==> src/ddr_capture_consts.svh <==
// constants for the double-data-rate read capture block
`ifndef DDR_CAPTURE_CONSTS_SVH
`define DDR_CAPTURE_CONSTS_SVH

// width of the read data bus on the pins
`define DDR_DQ_WIDTH 8
// depth of the pair FIFO and its address width
`define DDR_FIFO_DEPTH 4
`define DDR_FIFO_AW 2
// reset value of every capture and synchronizing register
`define DDR_DATA_RST 8'h00
// cycles from a sampled rising edge to the FIFO write
`define DDR_PIPE_LAT 3

`endif

==> src/ddr_capture_pkg.sv <==
// types shared by the double-data-rate read capture block
`include "ddr_capture_consts.svh"

package ddr_capture_pkg;

   // one sample of the read data bus
   typedef logic [`DDR_DQ_WIDTH-1:0] dq_word_t;

   // one captured pair: high phase from the rising edge, low phase from the falling edge
   typedef struct packed
   {
      dq_word_t hi;
      dq_word_t lo;
   } dq_pair_t;

   // FIFO pointer with one wrap bit
   typedef logic [`DDR_FIFO_AW:0] fifo_ptr_t;

endpackage

==> src/ddr_read_data_capture.sv <==
// double-data-rate read data capture into paired single-rate words
`timescale 1ns/100ps
`default_nettype none
`include "ddr_capture_consts.svh"

module ddr_read_data_capture
   import ddr_capture_pkg::*;
(
   input wire logic core_clk,
   input wire logic srst,
   input wire dq_word_t dq_pin,
   input wire logic rd_window,
   input wire logic pair_ready,
   output logic pair_valid,
   output var dq_pair_t pair_data,
   output logic overflow_r
);

   // ************************************************************
   // helpers
   // ************************************************************

   // pointer advance, used by both FIFO ends
   function automatic fifo_ptr_t ptr_inc(input fifo_ptr_t p);
      ptr_inc = fifo_ptr_t'(p + 1'b1);
   endfunction

   // ************************************************************
   // edge capture
   // ************************************************************

   // core_clk is the PLL read-capture clock; no strobe input exists at all
   dq_word_t rise_r;
   dq_word_t fall_r;
   dq_word_t rise_hold_r;
   dq_word_t align_r;
   dq_word_t sync_h_r;
   dq_word_t sync_l_r;
   logic [`DDR_PIPE_LAT-1:0] win_pipe_r;

   // rising-edge capture of every data bit
   always_ff @(posedge core_clk)
   begin
      if (srst)
         rise_r <= `DDR_DATA_RST;
      else
         rise_r <= dq_pin;
   end

   // falling-edge capture of the same bits
   always_ff @(negedge core_clk)
   begin
      if (srst)
         fall_r <= `DDR_DATA_RST;
      else
         fall_r <= dq_pin;
   end

   // ************************************************************
   // alignment and synchronizing stage
   // ************************************************************

   // bring the falling sample onto the rising edge beside its rising partner
   always_ff @(posedge core_clk)
   begin
      if (srst)
      begin
         rise_hold_r <= `DDR_DATA_RST;
         align_r <= `DDR_DATA_RST;
      end
      else
      begin
         rise_hold_r <= rise_r;
         align_r <= fall_r;
      end
   end

   // high and low synchronizing registers
   always_ff @(posedge core_clk)
   begin
      if (srst)
      begin
         sync_h_r <= `DDR_DATA_RST;
         sync_l_r <= `DDR_DATA_RST;
      end
      else
      begin
         sync_h_r <= rise_hold_r;
         sync_l_r <= align_r;
      end
   end

   // read window follows the data through the same stages
   always_ff @(posedge core_clk)
   begin
      if (srst)
         win_pipe_r <= '0;
      else
         win_pipe_r <= {win_pipe_r[`DDR_PIPE_LAT-2:0], rd_window};
   end

   // ************************************************************
   // pair FIFO
   // ************************************************************

   dq_pair_t mem [`DDR_FIFO_DEPTH];
   fifo_ptr_t wr_ptr_r;
   fifo_ptr_t rd_ptr_r;
   logic fifo_full;
   logic fifo_empty;
   logic wr_en;
   logic rd_en;

   // full and empty from wrap-bit pointers
   assign fifo_empty = (wr_ptr_r == rd_ptr_r);
   assign fifo_full = (wr_ptr_r[`DDR_FIFO_AW] != rd_ptr_r[`DDR_FIFO_AW]) &&
                      (wr_ptr_r[`DDR_FIFO_AW-1:0] == rd_ptr_r[`DDR_FIFO_AW-1:0]);
   assign wr_en = win_pipe_r[`DDR_PIPE_LAT-1] && !fifo_full;
   assign rd_en = pair_valid && pair_ready;

   // storage: one entry holds both phases of one capture
   always_ff @(posedge core_clk)
   begin
      if (wr_en)
         mem[wr_ptr_r[`DDR_FIFO_AW-1:0]] <= '{hi: sync_h_r, lo: sync_l_r};
   end

   // write pointer
   always_ff @(posedge core_clk)
   begin
      if (srst)
         wr_ptr_r <= '0;
      else if (wr_en)
         wr_ptr_r <= ptr_inc(wr_ptr_r);
   end

   // read pointer, strict first-in first-out order
   always_ff @(posedge core_clk)
   begin
      if (srst)
         rd_ptr_r <= '0;
      else if (rd_en)
         rd_ptr_r <= ptr_inc(rd_ptr_r);
   end

   // sticky overflow when a pair arrives with the FIFO full
   always_ff @(posedge core_clk)
   begin
      if (srst)
         overflow_r <= 1'b0;
      else if (win_pipe_r[`DDR_PIPE_LAT-1] && fifo_full)
         overflow_r <= 1'b1;
   end

   // output side: both phases presented in the same cycle
   assign pair_valid = !fifo_empty;
   assign pair_data = fifo_empty ? dq_pair_t'('0) : mem[rd_ptr_r[`DDR_FIFO_AW-1:0]];

   // ************************************************************
   // assertions
   // ************************************************************

   fifo_ptr_t fill;
   assign fill = fifo_ptr_t'(wr_ptr_r - rd_ptr_r);

   AST_RISE_SAMPLE: assert property (@(posedge core_clk) disable iff (srst)
      !$past(srst) |-> rise_r == $past(dq_pin))
      else $error("rise register missed the rising-edge sample");

   AST_FALL_SAMPLE: assert property (@(negedge core_clk) disable iff (srst)
      !$past(srst) |-> fall_r == $past(dq_pin))
      else $error("fall register missed the falling-edge sample");

   AST_ALIGN: assert property (@(posedge core_clk) disable iff (srst)
      !$past(srst) |-> align_r == $past(fall_r))
      else $error("alignment register did not retime the fall sample");

   AST_SYNC_HI: assert property (@(posedge core_clk) disable iff (srst)
      !$past(srst, 3) && !$past(srst, 2) && !$past(srst) |-> sync_h_r == $past(dq_pin, 3))
      else $error("high sync register not three cycles after pin");

   AST_SYNC_LO: assert property (@(posedge core_clk) disable iff (srst)
      !$past(srst, 2) && !$past(srst) |-> sync_l_r == $past(fall_r, 2))
      else $error("low sync register not aligned with fall sample");

   AST_WRITE_LAT: assert property (@(posedge core_clk) disable iff (srst)
      rd_window && !pair_valid && win_pipe_r == '0 |-> !pair_valid [*4] ##1 pair_valid)
      else $error("captured pair did not reach the FIFO in time");

   AST_FULL_DROP: assert property (@(posedge core_clk) disable iff (srst)
      win_pipe_r[`DDR_PIPE_LAT-1] && fifo_full |=> $stable(wr_ptr_r))
      else $error("pair written into a full FIFO");

   AST_PAIR_HOLD: assert property (@(posedge core_clk) disable iff (srst)
      pair_valid && !pair_ready |=> pair_valid && $stable(pair_data))
      else $error("pair changed while stalled");

   AST_NO_OVERRUN: assert property (@(posedge core_clk) disable iff (srst)
      fill <= 3'(`DDR_FIFO_DEPTH))
      else $error("FIFO fill exceeds its depth");

   AST_OVF_STICKY: assert property (@(posedge core_clk) disable iff (srst)
      win_pipe_r[`DDR_PIPE_LAT-1] && fifo_full |=> overflow_r [*2])
      else $error("overflow flag not set and held");

   COV_PAIR_OUT: cover property (@(posedge core_clk) disable iff (srst) rd_en);
   COV_FULL: cover property (@(posedge core_clk) disable iff (srst) fifo_full);
   COV_STALL: cover property (@(posedge core_clk) disable iff (srst) (pair_valid && !pair_ready) [*3]);
   COV_OVF: cover property (@(posedge core_clk) disable iff (srst) $rose(overflow_r));

endmodule

`default_nettype wire

==> config.mk <==
export PLATFORM = sky130hd
export DESIGN_NAME = ddr_read_data_capture
export DESIGN_NICKNAME = d
export VERILOG_FILES = /design/src/ddr_capture_pkg.sv /design/src/ddr_read_data_capture.sv
export VERILOG_INCLUDE_DIRS = /design/src
export SDC_FILE = /design/constraint.sdc
export NUM_CORES = 1
export LEC_CHECK = 0
export ABC_AREA = 1
export ABC_CLOCK_PERIOD_IN_PS = 2020
export BUFFER_PORTS_ARGS = -buffer_cell sky130_fd_sc_hd__buf_2
export CAP_MARGIN = 10
export CORE_MARGIN = 2
export CORE_UTILIZATION = 53
export DETAILED_ROUTE_END_ITERATION = 8
export HOLD_SLACK_MARGIN = 0.02
export MAX_ROUTING_LAYER = met4
export PLACE_DENSITY = 0.74
export SETUP_SLACK_MARGIN = 0.2
export SYNTH_ARGS = -nofsm -noshare
export SYNTH_HDL_FRONTEND = slang
export SYNTH_SLANG_ARGS = --single-unit
==> constraint.sdc <==
create_clock -name core_clk -period 2.02 [get_ports core_clk]
set_clock_uncertainty 0.2 [all_clocks]
set_input_delay 0.404 -clock core_clk [delete_from_list [all_inputs] [get_ports core_clk]]
set_output_delay 0.404 -clock core_clk [all_outputs]
set_load 0.05 [all_outputs]
==> metrics.txt, run 1 <==
area grow syn2layout 38.95%; Syn Inst Count 422; final setup fails 17; CTS tree done; Detailed Route WL 9.398 mm; clock buffer count from CTS 17; Root Driver clkbuf_8; DR WL/cell 15.21 µm; R2R cell count 9; Ports 30; maximum clock rate 419.4 MHz; die height 95.59 µm; fin nets 517; Initial DRC Count ~230; Seq/Total Area, Yosys 70.25%; Syn Area/Cell 10.53 µm²; effective utilization at floorplan 54.38%; crit-path max FO 10; DP Area between 4000 and 5000 µm²; Clk pin slew, worst setup/hold paths approximately 60 ps; initial antenna violation count 0; Fin Hold WS 65.68 ps; antenna viol nets, final 0; pwr/cell area 1187 nW/µm²; layout filler cell count 465; Worst setup SP type register; Worst EP arrival 1780 ps; Setup CP Type reg -> out; # diodes 0; number of synthesized flops with an enable pin 64; # port buffers 29; VDD IR-drop max around 0.66 mV; layout cell share with drive strength beyond 1 about a third; vias in the first global route 3114; setup slack after layout -364.5 ps; pre-CTS setup slack -23.12 ps; synthesized cell area 4446 µm²; RSZ-0062 raised after global routing yes; Max Buffers Root-to-Sink 2; required time worst endpoint 1420 ps; Least-Margin Pin Slew 271.3 ps; largest net degree at the start of global routing 22; post-synth net total 439; H-Tree Depth 4; failing checks negative setup slack; Power, Total 7.331 mW; min Tclk post-route roughly 2400 ps; design area 6177 µm²; max-slew violations 0; Hold Fails Final Rpt 0; Die Wd about 96 µm; Clk Latency, worst-skew pair roughly 500 ps; FFs w/ async S/R, synth 0%; total track usage approximately 22%; max_slew headroom 81.73%; LEAKAGE 2.520 nW; FP Rows 33; DRC viols 0; ys flop type edfxtp_1; dpl hpwl 4.352 mm; Hold Crit Depth 4; Yosys warning count 0; Synth cell types 22; Core Box Area between 8000 and 9000 µm²; Vias/cell 4.929; status finished with violations; #FFs+latches synth 124; clk sink count 124; DIE AREA 9136 µm²; period utilisation layout 118.0%; Hold Path Class in -> reg; max cap viols 0; GP Congestion 0.7384; Initial DRT Pass Iterations 5; Vias a little over 3000; first-pass GRT wire length 14.26 mm; critical path endpoint category output pin; grt ovf 0
==> final timing paths <==
| check | startpoint | to | slack (ps) |
|---|---|---|---|
| min | pair_ready | register | 70 |
| max reg2reg | wr_ptr_r[0] | mem[2][1] | 220 |
| min reg2reg | align_r[1] | sync_l_r[1] | 200 |
| max | register | pair_data[14] | -360 |
==> Yosys cell counts (3+ instances only) <==
library cell | count | share of area (%)
a21oi_1 | 6 | 0.68
buf_2 | 10 | 1.1
buf_4 | 3 | 0.51
dfxtp_1 | 60 | 27
edfxtp_1 | 64 | 43
ha_1 | 5 | 1.4
inv_1 | 72 | 6.1
nand2_1 | 32 | 2.7
nand2_2 | 3 | 0.42
nand3_1 | 3 | 0.34
nor2_1 | 103 | 8.7
o21ai_0 | 20 | 2.3
o21ai_1 | 28 | 3.2
==> kinds of logic (layout without fill, tap and decap cells) <==
kind of cell | Yosys count | in the layout | share of synthesized area (%)
DFF | 124 | 124 | 70.25
buffers and inverters | 90 | 180 | 8.303
AOI/OAI and AO/OA | 54 | 54 | 6.079
xor gates and xnor gates | 1 | 1 | 0.1971
adders and majority gates | 5 | 5 | 1.407
and+or+nand+nor | 148 | 149 | 13.76
==> worst max-delay path: stages, from the launching register on <==
cell,delay [ps]
dfxtp_4,370
buf_8,140
nor2_1,130
nor2_1,60
o21ai_1,110
o21ai_1,130
nand2_2,90
clkinvlp_4,80
buf_6,150
==> timing repair <==
action	in CTS	in global routing
setup endpoints to repair	17	81
pin swaps	6	4
hold buffers	9	0
gates cloned	2	1
resized for setup	81	32
setup buffers	5	4
hold endpoints to repair	9	0
==> sequential cells by signal, indices dropped and copies added, names as in the netlist, 8 cells and up, named ones only <==
| name | count |
|---|---|
| mem | 64 |
| align_r | 8 |
| fall_r | 8 |
| rise_hold_r | 8 |
| rise_r | 8 |
| sync_h_r | 8 |
| sync_l_r | 8 |
==> per-stage QoR <==
stage | setup TNS (ps) | std cells | util (%)
after floorplan | -44.23 | 422 | -
after global placement | -70.71 | 558 | 60.73
after detailed placement | -167.8 | 558 | 60.73
after CTS | -4475 | 613 | 73.46
after global routing | -6399 | 618 | 75.56
final | -4805 | 618 | 75.56
==> report_power, final <==
part | switching, mW | internal (mW)
clock network | 1.12 | 2.13
logic | 0.826 | 0.505
registers | 0.0478 | 2.70
total | 2.00 | 5.33
==> layout make-up <==
class	instances	area, µm²	share of cell area (%)
inverter	73	307.8	4.983
clock inverter	21	229.0	3.707
tap	105	131.4	2.127
clock buffer	19	431.7	6.988
timing repair buffer	67	750.7	12.15
multi-input combinational	209	1181	19.12
sequential	124	3146	50.92
==> cells in the final DEF (no fill, tap or decap), types with 2 or more instances in the layout <==
| master | Yosys | final |
|---|---|---|
| dfxtp_2 | 0 | 3 |
| nand2_2 | 3 | 13 |
| buf_2 | 10 | 12 |
| edfxtp_1 | 64 | 64 |
| nand3b_1 | 2 | 2 |
| nand3_4 | 1 | 3 |
| a21oi_1 | 6 | 6 |
| o21ai_0 | 20 | 16 |
| buf_6 | 1 | 16 |
| nor2_2 | 0 | 11 |
| clkinvlp_4 | 0 | 11 |
| buf_4 | 3 | 13 |
| nand2_4 | 2 | 4 |
| dfxtp_1 | 60 | 52 |
| inv_6 | 0 | 2 |
| o21ai_4 | 0 | 2 |
| dlygate4sd3_1 | 0 | 9 |
| clkbuf_16 | 0 | 17 |
| inv_1 | 72 | 64 |
| clkinv_4 | 0 | 2 |
| nand3_1 | 3 | 3 |
| bufinv_16 | 0 | 4 |
| nor2_1 | 103 | 80 |
| inv_2 | 2 | 8 |
| o21ai_1 | 28 | 24 |
| nor2_4 | 0 | 12 |
| buf_12 | 0 | 9 |
| o21ai_2 | 0 | 6 |
| clkbuf_8 | 0 | 2 |
| nand2_1 | 32 | 20 |
| dfxtp_4 | 0 | 5 |
| buf_8 | 0 | 6 |
| ha_1 | 5 | 5 |
==> layer usage <==
metal | up-vias | wire length (µm) | global-route usage, %
li1 | 1489 | - | -
met1 | 1425 | 3670 | 23.91
met2 | 119 | 5076 | 37.30
met3 | 13 | 524 | 5.771
met4 | 0 | 127 | 10.95
met5 | - | 0 | -
Note: power is estimated with default switching activity, not from simulation.
==> inputs of run 2 (changes only) <==
--- a/config.mk
+++ b/config.mk
@@ -7,11 +7,10 @@
 export NUM_CORES = 1
 export LEC_CHECK = 0
 export ABC_AREA = 1
-export ABC_CLOCK_PERIOD_IN_PS = 2020
+export ABC_CLOCK_PERIOD_IN_PS = 2600
 export BUFFER_PORTS_ARGS = -buffer_cell sky130_fd_sc_hd__buf_2
 export CAP_MARGIN = 10
-export CORE_MARGIN = 2
-export CORE_UTILIZATION = 53
+export CORE_UTILIZATION = 55
 export DETAILED_ROUTE_END_ITERATION = 8
 export HOLD_SLACK_MARGIN = 0.02
 export MAX_ROUTING_LAYER = met4
@@ -20,3 +19,4 @@
 export SYNTH_ARGS = -nofsm -noshare
 export SYNTH_HDL_FRONTEND = slang
 export SYNTH_SLANG_ARGS = --single-unit
+export TNS_END_PERCENT = 50
==> constraint.sdc (replaced) <==
create_clock -name core_clk -period 2.6 [get_ports core_clk]
set_clock_uncertainty 0.2 [all_clocks]
set_input_delay 0.52 -clock core_clk [delete_from_list [all_inputs] [get_ports core_clk]]
set_output_delay 0.52 -clock core_clk [all_outputs]
set_load 0.05 [all_outputs]
==> run 2 against run 1 <==
The flow now finishes without violations. Clock power down 28%. Final cell count down 2.9%. Hold slack worse by 11 ps. Total power down 26%. Largest power group unchanged. Worst setup slack better by 500 ps. Final area down 5.5%. Non-clock buffer count down 16. Flip-flop and latch count unchanged. Wire length down 9.4%. Global-route usage up 1.4 points. Utilization down 0.40 points. Combinational power down 28%.
==> metrics.txt, run 2 (same netlist as run 1, synthesis figures left out) <==
status complete, no violations (was finished with violations); total placed cells including tap cells 548 (was 558); vias in the first global route 2881 (was 3114); Worst setup SP type register (unchanged); Die Wd 91.91 µm (was 95.59 µm); FP Rows 32 (was 33); pwr/cell area 931.6 nW/µm² (was 1187 nW/µm²); period utilisation layout between 90% and 100%; VDD IR-drop max 0.6541 mV (was 0.6638 mV); Worst EP arrival 1750 ps (was 1780 ps); CTS tree done (unchanged); max reg flops 64 (unchanged); crit-path max FO 7 (was 10); critical path endpoint category output pin (unchanged); DIE AREA 8447 µm² (was 9136 µm²); layout cell share with drive strength beyond 1 24.30% (was 32.16%); CP bufs+invs 4 (was 3); total track usage 23.43% (was 22.01%); clock buffer count from CTS 17 (unchanged); DRC viols 0 (unchanged); Clk Latency, worst-skew pair 510 ps (about the same); commonest non-fill, non-tap cells in the layout 81 x nor2_1, 77 x inv_1, 64 x edfxtp_1 (was 80 x nor2_1, 64 x inv_1, 64 x edfxtp_1); Clk pin slew, worst setup/hold paths 60 ps (about the same); non-filler instance count after layout 600 (was 618); layout filler cell count 485 (was 465); clk sink count 124 (unchanged); Initial DRT Pass Iterations 4 (was 5); Ports 30 (unchanged); dpl hpwl 4.289 mm (was 4.352 mm); Least-Margin Pin Slew 289.5 ps (was 271.3 ps); Power, Total 5.439 mW (was 7.331 mW); area grow syn2layout 31.33% (was 38.95%); LEAKAGE 2.475 nW (was 2.520 nW); max-slew violations 0 (unchanged); Reg-to-Reg Start fall_r[1] (was wr_ptr_r[0]); Initial DRC Count 154 (was 225); antenna viol nets, final 0 (unchanged); maximum clock rate between 400 and 500 MHz; Hold Fails Final Rpt 0 (unchanged); Worst path top cell family by delay buffers and inverters (was flip-flops); multi-input logic area 1119 µm² (was 1181 µm²); Vias 2896 (was 3046); # port buffers 29 (unchanged); Detailed Route WL 8.514 mm (was 9.398 mm); fin nets 502 (was 517); first-pass GRT wire length 13.83 mm (was 14.26 mm); GP Congestion 0.7544 (was 0.7384); CP Cell Sequence buf_12 > buf_12 > nor2_4 > nor2_2 > o21ai_1 > o21ai_1 > nand2_1 > inv_1 > buf_6 (was buf_8 > nor2_1 > nor2_1 > o21ai_1 > o21ai_1 > nand2_2 > clkinvlp_4 > buf_6); grt ovf 0 (unchanged); CP max stage cell dfxtp_4 (unchanged); Max stage delay on crit path 360 ps (was 370 ps); final setup fails 0 (was 17); DP Area 4795 µm² (was 4965 µm²); initial antenna violation count 0 (unchanged); Max Buffers Root-to-Sink 2 (unchanged); Setup CP Type reg -> out (unchanged); die height 91.91 µm (was 95.59 µm); required time worst endpoint 1880 ps (was 1420 ps); Root Driver clkbuf_8 (unchanged); design area 5838 µm² (was 6177 µm²); Hold Path Class in -> reg (unchanged); Vias/cell 4.827 (was 4.929); Worst Hold Launch dq_pin[6] (was pair_ready); Core Box Area 7767 µm² (was 8175 µm²); largest net degree at the start of global routing 33 (was 22); # diodes 0 (unchanged); min Tclk post-route between 2000 and 2500 ps; Fin Hold WS 54.96 ps (was 65.68 ps); effective utilization at floorplan 57.23% (was 54.38%); H-Tree Depth 4 (unchanged); post-route setup TNS 0 ps (was -4805 ps); max_slew headroom 80.70% (was 81.73%); sequential cell area 3132 µm² (was 3146 µm²); commonest non-fill, non-tap cell in the layout nor2_1 (unchanged); RSZ-0062 raised after global routing yes (unchanged); DR WL/cell 14.19 µm (was 15.21 µm); max cap viols 0 (unchanged)
[run 2: cell count changes in the layout (fill, tap and decap cells not counted), moves of 6 or more]
cell | previous run | this run
inv_1 | 64 | 77
nand2_1 | 20 | 32
nand2_2 | 13 | 1
o21ai_1 | 24 | 36
dlygate4sd3_1 | 9 | 1
clkinvlp_4 | 11 | 4
o21ai_2 | 6 | 0
[run 2: timing repair]
item                                    in CTS  in global routing
buffers inserted                             6                  0
pin swaps                                    7                  5
hold buffers                                 1                  0
endpoints found under the hold margin        1                  0
endpoints found under the setup margin      17                 16
cloned                                       6                  0
gates resized for setup                     71                 17
[run 2: worst reg2reg max path, stage by stage (launching register included)]
cell     delay [ps]
dfxtp_1         310
inv_1            40
nor2_1           70
[run 2: area by class of cell]
class                           instances  share of cell area (%)
Tap cell                              102                   2.186
Multi-Input combinational cell        210                   19.16
Inverter                               73                   4.822
Timing Repair Buffer                   51                   9.408
Clock buffer                           20                   8.015
Sequential cell                       124                   53.64
Clock inverter                         20                   2.765
[run 2: per-layer routing]
| metal | share of wire [%] | up-vias | routed length [µm] | GRT usage [%] |
|---|---|---|---|---|
| met5 | 0 | - | 0 | - |
| met4 | 2.1 | 0 | 175 | 12.37 |
| met3 | 4.8 | 15 | 408 | 6.053 |
| met2 | 53 | 90 | 4529 | 39.86 |
| met1 | 40 | 1326 | 3401 | 25.13 |
| li1 | - | 1465 | - | - |
[run 2: worst paths after layout]
path	endpoint	slack (ps)	cells after the start
setup / recovery	pair_data[1]	130	9
hold / removal	rise_r[6]	50	3
setup reg to reg	align_r[1]	640	2
hold reg to reg	rise_hold_r[0]	200	2
[run 2: metrics by stage]
| stage | util [%] | worst slack [ps] |
|---|---|---|
| global route | 75.16 | 32.72 |
| floorplan | - | 168.5 |
| finish | 75.16 | 131.7 |
| CTS | 74.50 | 146.1 |
| global placement | 61.73 | 131.8 |
| detailed placement | 61.73 | 123.7 |
[run 2: where the power goes]
| part | internal (mW) | switching, mW | leakage [nW] | total, mW |
|---|---|---|---|---|
| combinational | 0.359 | 0.603 | 1.06 | 0.962 |
| sequential | 2.10 | 0.0304 | 1.09 | 2.13 |
| clock | 1.49 | 0.853 | 0.326 | 2.35 |
| total | 3.95 | 1.49 | 2.47 | 5.44 |
